`config.mk`:
```
export PLATFORM = sky130hd
export DESIGN_NAME = ffp_flash_guard
export DESIGN_NICKNAME = d
export VERILOG_FILES = /design/src/logic/ffp_pkg.sv /design/src/logic/ffp_range_chk.sv /design/src/logic/ffp_flash_guard.sv
export SDC_FILE = /design/constraint.sdc
export NUM_CORES = 1
export LEC_CHECK = 0
export BUFFER_PORTS_ARGS = -buffer_cell sky130_fd_sc_hd__buf_2
export CELL_PAD_IN_SITES_DETAIL_PLACEMENT = 2
export CELL_PAD_IN_SITES_GLOBAL_PLACEMENT = 2
export CORE_MARGIN = 1.5
export CORE_UTILIZATION = 23
export CTS_CLUSTER_SIZE = 10
export DETAILED_ROUTE_END_ITERATION = 12
export PLACE_DENSITY_LB_ADDON = 0.08
export REMOVE_ABC_BUFFERS = 1
export SLEW_MARGIN = 15
export SYNTH_ARGS = -nofsm -noshare
export SYNTH_HDL_FRONTEND = slang
export SYNTH_SLANG_ARGS = --single-unit
```
`constraint.sdc`:
```
create_clock -name i_ref_clk -period 3.15 [get_ports i_ref_clk]
set_clock_uncertainty 0.2 [all_clocks]
set_input_delay 0.315 -clock i_ref_clk [delete_from_list [all_inputs] [get_ports i_ref_clk]]
set_output_delay 0.315 -clock i_ref_clk [all_outputs]
set_load 0.02 [all_outputs]
```
`src/logic/ffp_pkg.sv`:
```
package ffp_pkg;
   // register offsets (byte addresses, one word each)
   localparam logic [3:0] FFP_OFF_ERR_FLAGS = 4'h0;
   localparam logic [3:0] FFP_OFF_PROT      = 4'h4;
   localparam logic [3:0] FFP_OFF_CONFIG    = 4'h8;
   localparam logic [3:0] FFP_OFF_STATUS    = 4'hc;

   // error flag field positions
   localparam int FFP_SFD_BIT = 0;
   localparam int FFP_DFD_BIT = 1;

   // protection register field positions
   localparam int FFP_OPEN_BIT = 7;
   localparam int FFP_RNV_BIT  = 6;
   localparam int FFP_HDIS_BIT = 5;
   localparam int FFP_HS_LSB   = 3;
   localparam int FFP_LDIS_BIT = 2;
   localparam int FFP_LS_LSB   = 0;

   // config and status positions
   localparam int FFP_IGN_SF_BIT  = 0;
   localparam int FFP_PVIOL_BIT   = 0;

   // value forced after a double fault on the reset load
   localparam logic [7:0] FFP_PROT_FAULT_VAL = 8'h7f;
   localparam logic [7:0] FFP_PROT_RST       = 8'h7f;
   localparam logic [7:0] FFP_CFG_RST        = 8'h00;

   // program flash window (global byte addresses)
   localparam logic [17:0] FFP_PF_BASE   = 18'h38000;
   localparam logic [17:0] FFP_PF_TOP    = 18'h3ffff;
   localparam logic [17:0] FFP_PROT_ADDR = 18'h3ff0c;
   localparam logic [17:0] FFP_HIGH_MIN  = 18'h00800;
   localparam logic [17:0] FFP_LOW_MIN   = 18'h00400;

   typedef struct packed {
      logic        valid;
      logic        erase;
      logic        block;
      logic [17:0] addr;
   } ffp_cmd_t;

   typedef struct packed {
      logic single_fault;
      logic double_fault;
      logic collision;
   } ffp_read_evt_t;
endpackage

```
`src/logic/ffp_range_chk.sv`:
```
`timescale 1ns/1ps
module ffp_range_chk
   import ffp_pkg::*;
(
   input  wire logic [7:0]  i_prot,
   input  wire logic [17:0] i_addr,
   output logic             o_prot_hit,
   output logic             o_any_prot
);
   import ffp_pkg::*;

   logic        open_sel;
   logic        in_high;
   logic        in_low;
   logic        high_on;
   logic        low_on;
   logic [17:0] high_size;
   logic [17:0] low_size;
   logic [17:0] high_start;
   logic [17:0] low_end;
   logic        in_pf;

   assign open_sel   = i_prot[FFP_OPEN_BIT];
   assign high_on    = ~i_prot[FFP_HDIS_BIT];
   assign low_on     = ~i_prot[FFP_LDIS_BIT];
   // high and low size doubling
   // 2k..16k and 1k..8k by doubling
   assign high_size  = FFP_HIGH_MIN << i_prot[FFP_HS_LSB +: 2];
   assign low_size   = FFP_LOW_MIN << i_prot[FFP_LS_LSB +: 2];
   assign high_start = 18'(FFP_PF_TOP - high_size + 18'h00001);
   assign low_end    = 18'(FFP_PF_BASE + low_size);
   assign in_pf      = i_addr >= FFP_PF_BASE;
   assign in_high    = high_on && i_addr >= high_start;
   assign in_low     = low_on && in_pf && i_addr < low_end;
   // select set protects
   // ranges protect when select set, stay open when clear
   assign o_prot_hit = in_pf &&
                       (open_sel ? (in_high || in_low) : !(in_high || in_low));
   assign o_any_prot = open_sel ? (high_on || low_on) : 1'b1;
endmodule // ffp_range_chk

```
`src/logic/ffp_flash_guard.sv`:
```
`timescale 1ns/1ps
// How it works
// - set double flag on 2-bit error/collision
// - double flag clears only on written one
// - single flag set on 1-bit error unless ignore-single set
// - single flag clears only on written one
// - ecc error sets only one flag
// - collision sets both flags together
// - flags readable, writes only clear
// - protection writes may only grow region
// - load protection byte during reset sequence
// - double fault on load protects everything
// - protected program/erase refused, violation flagged
// - block erase refused if any protected
// - select clear: ranges stay unprotected
// - select set: ranges become protected
// - high size 2/4/8/16k at top
// - low size 1/2/4/8k at base
// - size writable only while disable set
// - disallowed scenario transition ignored wholly
module ffp_flash_guard
   import ffp_pkg::*;
(
   input  wire logic          i_ref_clk,
   input  wire logic          i_rst_b,
   input  wire logic          i_wb_cyc,
   input  wire logic          i_wb_stb,
   input  wire logic          i_wb_we,
   input  wire logic [3:0]    i_wb_adr,
   input  wire logic [3:0]    i_wb_sel,
   input  wire logic [31:0]   i_wb_dat,
   output logic [31:0]        o_wb_dat,
   output logic               o_wb_ack,
   input  wire ffp_pkg::ffp_read_evt_t i_rd_evt,
   input  wire logic          i_load_vld,
   input  wire logic [7:0]    i_load_byte,
   input  wire logic          i_load_dfault,
   input  wire ffp_pkg::ffp_cmd_t i_cmd,
   output logic               o_cmd_ok,
   output logic               o_cmd_refused,
   output logic               o_ignore_single_fault
);
   import ffp_pkg::*;

   logic [1:0] err_reg;
   logic [1:0] err_next;
   logic [7:0] prot_reg;
   logic [7:0] prot_next;
   logic       cfg_ign_reg;
   logic       cfg_ign_next;
   logic       viol_reg;
   logic       viol_next;
   logic       ack_reg;
   logic [31:0] rdat_reg;
   logic [31:0] rdat_next;

   logic       req;
   logic       wr;
   logic       wr_b0;
   logic       wr_err;
   logic       wr_prot;
   logic       wr_cfg;
   logic       wr_stat;
   logic [1:0] clr_err;
   logic [1:0] set_err;
   logic       ecc_single;
   logic       ecc_double;
   logic       coll;
   logic [7:0] wdat;
   logic [7:0] prot_cand;
   logic [2:0] scen_cur;
   logic [2:0] scen_new;
   logic       trans_ok;
   logic       size_ok;
   logic       grow_ok;
   logic       hit;
   logic       any_prot;
   logic       refuse;
   logic [7:0] allow_row;

   assign req   = i_wb_cyc && i_wb_stb && !ack_reg;
   assign wr    = req && i_wb_we;
   assign wr_b0 = wr && i_wb_sel[0];
   assign wdat  = i_wb_dat[7:0];
   assign wr_err  = wr_b0 && i_wb_adr == FFP_OFF_ERR_FLAGS;
   assign wr_prot = wr_b0 && i_wb_adr == FFP_OFF_PROT;
   assign wr_cfg  = wr_b0 && i_wb_adr == FFP_OFF_CONFIG;
   assign wr_stat = wr_b0 && i_wb_adr == FFP_OFF_STATUS;

   // fault event decode
   assign coll       = i_rd_evt.collision;
   assign ecc_double = i_rd_evt.double_fault && !coll;
   assign ecc_single = i_rd_evt.single_fault && !i_rd_evt.double_fault
                       && !coll && !cfg_ign_reg;
   assign set_err[FFP_DFD_BIT] = ecc_double || coll;
   assign set_err[FFP_SFD_BIT] = ecc_single || coll;
   assign clr_err = wr_err ? wdat[1:0] : 2'b00;
   // set beats clear, writes never set
   assign err_next = set_err | (err_reg & ~clr_err);

   // scenario number: select, high disable, low disable
   assign scen_cur = {prot_reg[FFP_OPEN_BIT], prot_reg[FFP_HDIS_BIT],
                      prot_reg[FFP_LDIS_BIT]};
   // sizes only follow write while disable set
   assign prot_cand = {wdat[FFP_OPEN_BIT], prot_reg[FFP_RNV_BIT],
                       wdat[FFP_HDIS_BIT],
                       prot_reg[FFP_HDIS_BIT] ? wdat[FFP_HS_LSB +: 2]
                                              : prot_reg[FFP_HS_LSB +: 2],
                       wdat[FFP_LDIS_BIT],
                       prot_reg[FFP_LDIS_BIT] ? wdat[FFP_LS_LSB +: 2]
                                              : prot_reg[FFP_LS_LSB +: 2]};
   assign scen_new = {prot_cand[FFP_OPEN_BIT], prot_cand[FFP_HDIS_BIT],
                      prot_cand[FFP_LDIS_BIT]};
   always_comb begin
      unique case (scen_cur)
         3'd0: allow_row = 8'h0f;
         3'd1: allow_row = 8'h0a;
         3'd2: allow_row = 8'h0c;
         3'd3: allow_row = 8'h08;
         3'd4: allow_row = 8'h18;
         3'd5: allow_row = 8'h3c;
         3'd6: allow_row = 8'h5a;
         3'd7: allow_row = 8'hff;
      endcase
   end
   assign trans_ok = allow_row[scen_new];
   // ranges may only grow (open ones shrink)
   assign size_ok =
      (prot_cand[FFP_HDIS_BIT] ||
       (prot_cand[FFP_OPEN_BIT]
          ? prot_cand[FFP_HS_LSB +: 2] >= prot_reg[FFP_HS_LSB +: 2]
            || prot_reg[FFP_HDIS_BIT]
          : prot_cand[FFP_HS_LSB +: 2] <= prot_reg[FFP_HS_LSB +: 2]
            || prot_reg[FFP_HDIS_BIT])) &&
      (prot_cand[FFP_LDIS_BIT] ||
       (prot_cand[FFP_OPEN_BIT]
          ? prot_cand[FFP_LS_LSB +: 2] >= prot_reg[FFP_LS_LSB +: 2]
            || prot_reg[FFP_LDIS_BIT]
          : prot_cand[FFP_LS_LSB +: 2] <= prot_reg[FFP_LS_LSB +: 2]
            || prot_reg[FFP_LDIS_BIT]));
   assign grow_ok = trans_ok && size_ok;

   always_comb begin
      prot_next = prot_reg;
      if (i_load_vld) begin
         prot_next = i_load_dfault ? FFP_PROT_FAULT_VAL : i_load_byte;
      end else if (wr_prot && grow_ok) begin
         prot_next = prot_cand;
      end
   end

   ffp_range_chk u_range (
      .i_prot     (prot_reg),
      .i_addr     (i_cmd.addr),
      .o_prot_hit (hit),
      .o_any_prot (any_prot)
   );

   assign refuse = i_cmd.valid &&
                   (i_cmd.block ? (i_cmd.erase && any_prot) : hit);
   assign o_cmd_refused = refuse;
   assign o_cmd_ok      = i_cmd.valid && !refuse;
   // violation sticky, set beats clear
   assign viol_next = refuse ||
                      (viol_reg && !(wr_stat && wdat[FFP_PVIOL_BIT]));
   assign cfg_ign_next = wr_cfg ? wdat[FFP_IGN_SF_BIT] : cfg_ign_reg;

   always_comb begin
      rdat_next = 32'h00000000;
      unique case (i_wb_adr)
         FFP_OFF_ERR_FLAGS: rdat_next[1:0] = err_reg;
         FFP_OFF_PROT:      rdat_next[7:0] = prot_reg;
         FFP_OFF_CONFIG:    rdat_next[FFP_IGN_SF_BIT] = cfg_ign_reg;
         FFP_OFF_STATUS:    rdat_next[FFP_PVIOL_BIT] = viol_reg;
         default:           rdat_next = 32'h00000000;
      endcase
   end

   always_ff @(posedge i_ref_clk or negedge i_rst_b) begin
      if (!i_rst_b) begin
         err_reg     <= 2'b00;
         prot_reg    <= FFP_PROT_RST;
         cfg_ign_reg <= FFP_CFG_RST[FFP_IGN_SF_BIT];
         viol_reg    <= 1'b0;
         ack_reg     <= 1'b0;
         rdat_reg    <= 32'h00000000;
      end else begin
         err_reg  <= err_next;
         prot_reg <= prot_next;
         viol_reg <= viol_next;
         ack_reg  <= req;
         rdat_reg <= rdat_next;
         cfg_ign_reg <= cfg_ign_next;
      end
   end

   assign o_wb_ack = ack_reg;
   assign o_wb_dat = rdat_reg;
   assign o_ignore_single_fault = cfg_ign_reg;

   dfd_set_a: assert property (@(posedge i_ref_clk) disable iff (!i_rst_b)
      (i_rd_evt.double_fault || coll) |=> err_reg[FFP_DFD_BIT])
      else $error("double flag not set");
   dfd_hold_a: assert property (@(posedge i_ref_clk) disable iff (!i_rst_b)
      (err_reg[FFP_DFD_BIT] && !(wr_err && wdat[1])) |=> err_reg[FFP_DFD_BIT])
      else $error("double flag lost");
   sfd_clear_a: assert property (@(posedge i_ref_clk) disable iff (!i_rst_b)
      (wr_err && wdat[0] && !set_err[0]) |=> !err_reg[FFP_SFD_BIT])
      else $error("single flag not cleared");
   sfd_ignore_a: assert property (@(posedge i_ref_clk) disable iff (!i_rst_b)
      (cfg_ign_reg && !coll && !err_reg[0]) |=> !err_reg[FFP_SFD_BIT])
      else $error("single flag set while ignored");
   ecc_excl_a: assert property (@(posedge i_ref_clk) disable iff (!i_rst_b)
      (i_rd_evt.double_fault && !coll && !err_reg[0] && !wr_err)
         |=> !err_reg[FFP_SFD_BIT])
      else $error("both flags on ecc");
   coll_both_a: assert property (@(posedge i_ref_clk) disable iff (!i_rst_b)
      coll |=> err_reg == 2'b11)
      else $error("collision flags wrong");
   prot_keep_a: assert property (@(posedge i_ref_clk) disable iff (!i_rst_b)
      (wr_prot && !grow_ok && !i_load_vld) |=> $stable(prot_reg))
      else $error("illegal protection write taken");
   load_fault_a: assert property (@(posedge i_ref_clk) disable iff (!i_rst_b)
      (i_load_vld && i_load_dfault) |=> prot_reg == FFP_PROT_FAULT_VAL)
      else $error("fault load wrong");
   viol_set_a: assert property (@(posedge i_ref_clk) disable iff (!i_rst_b)
      (i_cmd.valid && hit && !i_cmd.block) |-> o_cmd_refused ##1 viol_reg)
      else $error("violation not flagged");
endmodule // ffp_flash_guard

```
* Yosys cells after proc, flatten, opt, wreduce, memory -nomap -nowiden *
Memories as Yosys holds them, arrays and structs flattened.
Index checks and enable logic that the tools add are counted.

word-level totals
  output and inout port bits = 36
  register bits = 21
  bits in read-only memories = 56
  memories kept = 1

cells by class
  eq/ne operators = 3
  bitwise operators = 5
  shifts and indexed selects = 2
  $lt $le $gt $ge = 8
  multiplexer cells = 16
  $add $sub $neg = 3
  reduce and logical (&&, ||, !) cells = 44

memories
  name             depth  bits a word  rd ports  clocked after Yosys merged registers in  wr ports  RTL line                source
  (no name shown)  8      7            1         0                                        0         ffp_flash_guard.sv:115  unique case (scen_cur)

operator list
  operator                number
  $logic_and 1x1->1       24
  $mux 8                  3
  $add 18x1->18 const B   1
  $add 18x18->18 const A  1
  $ge 18x18->1            1
  $ge 18x18->1 const B    1
  $lt 18x18->1            1
  $shl 11x2->18 const A   1
  $shl 12x2->18 const A   1
  $sub 18x18->18 const A  1
  $logic_or 1x1->1        11
  $eq 4x4->1 const B      2
  $logic_not 1->1         7
  $mux 1                  6
  $mux 2                  3
  $mux 6                  1
  $eq 4x3->1 const B      1
  $ge 2x2->1              2
  $le 2x2->1              2
  $logic_not 4->1         1
  $lt 3x4->1 const B      1
  $pmux 1 s4              1
  $bmux 1 s3              1
  $and 2x2->2             1
  other kinds (5)         6

* Depth between registers and ports, before layout *
  depth after elaboration = 13
  gate-level depth with buffers = 11
  mapped depth without buffers = 11

* Hierarchy *
From an unflattened synthesis, not the netlist that was laid out.

second synthesis, totals
  cells, all modules = 191
  area, all modules = 1,766.7 µm²

modules (own cells, without submodules)
  module           seq. area each (µm²)  cells an instance  area each (µm²)  instances
  ffp_flash_guard  534.3                 154                1,471.4          1
  ffp_range_chk    0.0                   37                 295.3            1

* Worst setup path before layout *
No wires, ideal clock.

  kind = register to register
  from = register prot_reg[1]
  to = register prot_reg[2]
  arrival = 2.405 ns
  setup time = 0.084 ns
  stages on the path, launching flop included = 10
  clock period less this slack = 2.688 ns
  slack = 0.462 ns
  cells stage by stage = dfstp_2 > inv_1 > o21ai_0 > ha_1 > nor2b_1 > o31a_1 > a22o_1 > a311oi_4 > nor2b_1 > o32a_1

between the ends
  longest elaborated chain between the ends = 9
  elaborated cells between the ends (all ways) = 11
  classes of those cells = 2 x order compare; 2 x mux; 7 x reduce/logical

ends and longest elaborated chain
  what                                        RTL line                                        source
  start, declared                             ffp_flash_guard.sv:47                           logic [7:0] prot_reg;
  start signal, assigned                      ffp_flash_guard.sv:189                          prot_reg <= prot_next;
  $mux 2                                      ffp_flash_guard.sv:110                          prot_reg[FFP_LDIS_BIT] ? wdat[FFP_LS_LSB +: 2]
  $le 2x2->1 or $ge 2x2->1 (tied branches)    ffp_flash_guard.sv:139, ffp_flash_guard.sv:137
  $logic_or 1x1->1, on equally long branches  ffp_flash_guard.sv:140, ffp_flash_guard.sv:138
  $mux 1 (*)                                  ffp_flash_guard.sv:137                          ? prot_cand[FFP_LS_LSB +: 2] >= prot_reg[FFP_LS_LSB +: 2]
  $logic_or 1x1->1 (*)                        ffp_flash_guard.sv:135                          (prot_cand[FFP_LDIS_BIT] ||
  $logic_and 1x1->1 (*)                       ffp_flash_guard.sv:134                          || prot_reg[FFP_HDIS_BIT])) &&
  $logic_and 1x1->1 (*)                       ffp_flash_guard.sv:141                          assign grow_ok = trans_ok && size_ok;
  $logic_and 1x1->1 (*)                       ffp_flash_guard.sv:147                          end else if (wr_prot && grow_ok) begin
  $reduce_bool 2->1 (no line) (*)             --

Every way passes the cells marked *; elsewhere a longest branch is shown, timed or not.
A chain may end at the register's enable or synchronous reset.

* Worst setup path in the final report *
  from = register prot_reg[1]
  to = output port o_cmd_ok

between the ends
  longest elaborated chain between the ends = 12

ends and longest elaborated chain
  what                   RTL line                source
  $shl 11x2->18 (*)      ffp_range_chk.sv:29     assign low_size = FFP_LOW_MIN << i_prot[FFP_LS_LSB +: 2];
  $add 18x18->18 (*)     ffp_range_chk.sv:31     assign low_end = 18'(FFP_PF_BASE + low_size);
  $lt 18x18->1 (*)       ffp_range_chk.sv:34     assign in_low = low_on && in_pf && i_addr < low_end;
  $logic_and 1x1->1 (*)  ffp_range_chk.sv:34
  $logic_or 1x1->1 (*)   ffp_range_chk.sv:38     (open_sel ? (in_high || in_low) : !(in_high || in_low));
  $logic_not 1->1        ffp_range_chk.sv:38
  $mux 1 (*)             ffp_range_chk.sv:38
  $logic_and 1x1->1 (*)  ffp_range_chk.sv:37     assign o_prot_hit = in_pf &&
  $mux 1 (*)             ffp_flash_guard.sv:160  (i_cmd.block ? (i_cmd.erase && any_prot) : hit);
  $logic_and 1x1->1 (*)  ffp_flash_guard.sv:159  assign refuse = i_cmd.valid &&
  $logic_not 1->1 (*)    ffp_flash_guard.sv:162  assign o_cmd_ok = i_cmd.valid && !refuse;
  $logic_and 1x1->1 (*)  ffp_flash_guard.sv:162
  end, declared          ffp_flash_guard.sv:39   output logic o_cmd_ok,

Marked as above.

==> run metrics <==
H-tree depth 1; hold path cells 2; post-layout total power roughly 0.00075 W; Power Density 329 mW/mm^2; status finished, final reports clean; type of origin of the critical path flop; Reg-to-Reg End prot_reg[7]$_DFFE_PN0P_; fmax ~0.33 GHz; vias in the first global route 1,781; commonest non-fill, non-tap cell in the layout buf_2; Period minus WS final 3000 ps; n_diodes 0; smallest setup slack after layout 146 ps; Detailed Place HPWL about 4.4 mm; FP Rows 32; kind of end point of the critical path output port; Slew HR 66.8%; post-placement cell count ~360; Vias/cell 4.52; initial antenna violation count 0; Max Cap Violations 0; Post-synth EDFFs 0; leak pwr 1.09 nW; RSZ-0062 raised after global routing no; drt pass-1 iters 4; Post-Syn Area 0.00181 sq mm; setup_tns 0 ps; DR DRC count 0; Critical Path RT 2630 ps; crit path DAT 2490 ps; sequential-to-total area share from yosys stat between 20% and 30%; Worst R2R Setup Slack 330 ps; Reg area 534 sq um; fillcell total 929; core area 0.00769 sq mm; Final Hold Vio Count 0; Worst Hold Margin ~61 ps; Setup Viol. Count Final 0; routed vias 1,658; First DRT Iteration DRCs 26; total CTS buffers 3; Total GRT Usage 13.0%; Async SR Flop Fraction 100%; Yosys reg bits 21; first-pass GRT wire length 8.78 mm; actual slew at the worst max-slew pin 491 ps; max incr delay on CP between 500 and 600 ps; peak supply drop 0.0924 mV; Initial Util 23.5%; Slew Limit Fails 0; HP Class in -> reg; R2R depth 10; reg-to-reg startpoint prot_reg[1]$_DFFE_PN1P_; clock-pin slew on the worst setup and hold paths 80 ps; mean post-synth cell area 8.91 sq um; compound-cell area share of the yosys netlist 17.7%; final WL 5.31 mm; fraction of layout cells with a size suffix above 1 35.5%; Netlist cell types around 50; commonest non-fill, non-tap cells in the layout 51 x buf_2, 26 x conb_1; Crit-path slowest cell dfstp_2; mux share of post-synthesis cell area 6.85%; pin count of the biggest net entering global routing 22; chip width 91.7 microns; top_reg_cell synth dfrtp_1; antenna viol nets, final 0; largest family of logic cells by synthesized area simple AND/OR/NAND/NOR gates; Tcrit/Tclk final 95.4%; critical-path cell list buf_4, nand2_1, ha_1, or4_1, nor2_4, nor2_1, a311oi_2, and3_1, buf_6; port buffer count 52; DIE AREA 0.00841 sq mm; I/O pin count 115; worst skew pair latency 260 ps; dpl ws 154 ps; Die Y 91.7 microns; yosys warns 0; Max Buffers Root-to-Sink 2; Min-Delay Endpoint o_wb_dat[1]$_DFF_PN0_; Final Non-Filler Cells 367; clock root buffer clkbuf_8; Syn Inst Count between 200 and 250; area grow syn2layout 26.5%; CTS tree done; GR Overflow Total 0; global placer's final weighted congestion just over 0.7; XOR/XNOR Fraction of Synth Area 0%; simple-gate portion of the synthesized area 20.5%; critical path fanouts, max 4; critical hold path startpoint i_wb_adr[1]; Avg WL per Cell around 14 microns; crit path kind reg -> out; Num Clock Sinks 21; Nets 361; Multi-input gate area roughly 0.0012 sq mm; Synth Area in Adders approximately 12%
## worst max path at each step
stage	endpoint	startpoint
detailed placement	o_cmd_ok	prot_reg[4]$_DFFE_PN1P_
CTS	o_cmd_ok	prot_reg[3]$_DFFE_PN1P_
finish	o_cmd_ok	prot_reg[1]$_DFFE_PN1P_
floorplan	prot_reg[2]$_DFFE_PN1P_	prot_reg[1]$_DFFE_PN1P_
global placement	o_cmd_ok	prot_reg[4]$_DFFE_PN1P_
global route	o_cmd_ok	prot_reg[1]$_DFFE_PN1P_
## cells in the mapped netlist, drive strengths merged (2+ instances only)
library cell | n | area [sq um]
o31ai | 2 | 15.0
dfrtp | 14 | 350
a211oi | 2 | 15.0
a21oi | 5 | 25.0
nand2 | 16 | 60.1
clkbuf | 2 | 7.51
inv | 10 | 37.5
a21o | 2 | 15.0
nand2b | 3 | 18.8
o21bai | 2 | 15.0
dfstp | 7 | 184
and2 | 9 | 58.8
o31a | 3 | 26.3
a311oi | 2 | 35.0
nor4 | 4 | 25.0
and3 | 3 | 18.8
nor2 | 15 | 56.3
buf | 27 | 200
a211o | 2 | 17.5
nor2b | 7 | 51.3
ha | 16 | 200
nand3 | 5 | 25.0
o21ai | 16 | 80.1
mux2i | 9 | 90.1
## per-layer routing
metal	share of wire, %	vias to the layer above	track usage (%)
met5	0	-	0
met4	0.51	0	2.82
met3	5.4	2	1.41
met2	47	59	22.5
met1	47	799	17.4
li1	-	798	-
## worst max-delay path: cells and delay by family, from the launching register on
family | cells | cell delay, ps
adders and majority gates | 1 | 180
AOI/OAI and AO/OA | 1 | 260
and+or+nand+nor | 5 | 1010
buffers and inverters | 2 | 250
DFF | 1 | 530
## final cells by class
type,count,share of cell area [%]
well taps,102,5.58
repair buffers,62,15.0
flip-flops and latches,21,23.3
multi-input cells,168,52.3
clock buffers,3,1.80
inverters,10,1.64
clock inverters,1,0.328
## report_power, final
group	leakage (nW)	switching [W]	internal, W
sequential	0.250	0.0000140	0.000290
clock	0.0217	0.0000934	0.0000893
combinational	0.818	0.000158	0.000109
total	1.09	0.000266	0.000488
## cells by family after synthesis
| kind of cell | count (synthesis) |
|---|---|
| buffers and inverters | 39 |
| DFF | 21 |
| muxes | 11 |
| other | 1 |
| adders and majority gates | 17 |
| and+or+nand+nor | 69 |
| AOI/OAI and AO/OA | 45 |
## what timing repair did
item	4_1_cts	5_1_grt
gates resized for setup	5	14
hold endpoints to repair	14	0
hold buffers	1	0
setup buffers	0	0
pin swaps	3	4
setup endpoints to repair	2	2
## metrics by stage
step	utilization, %	instance area (sq um)
after floorplan	-	1700
after global routing	29.8	2290
after global placement	28.0	2150
final	29.8	2290
after CTS	28.9	2220
after detailed placement	28.0	2150
No activity file was read; power rests on OpenSTA's default activity.
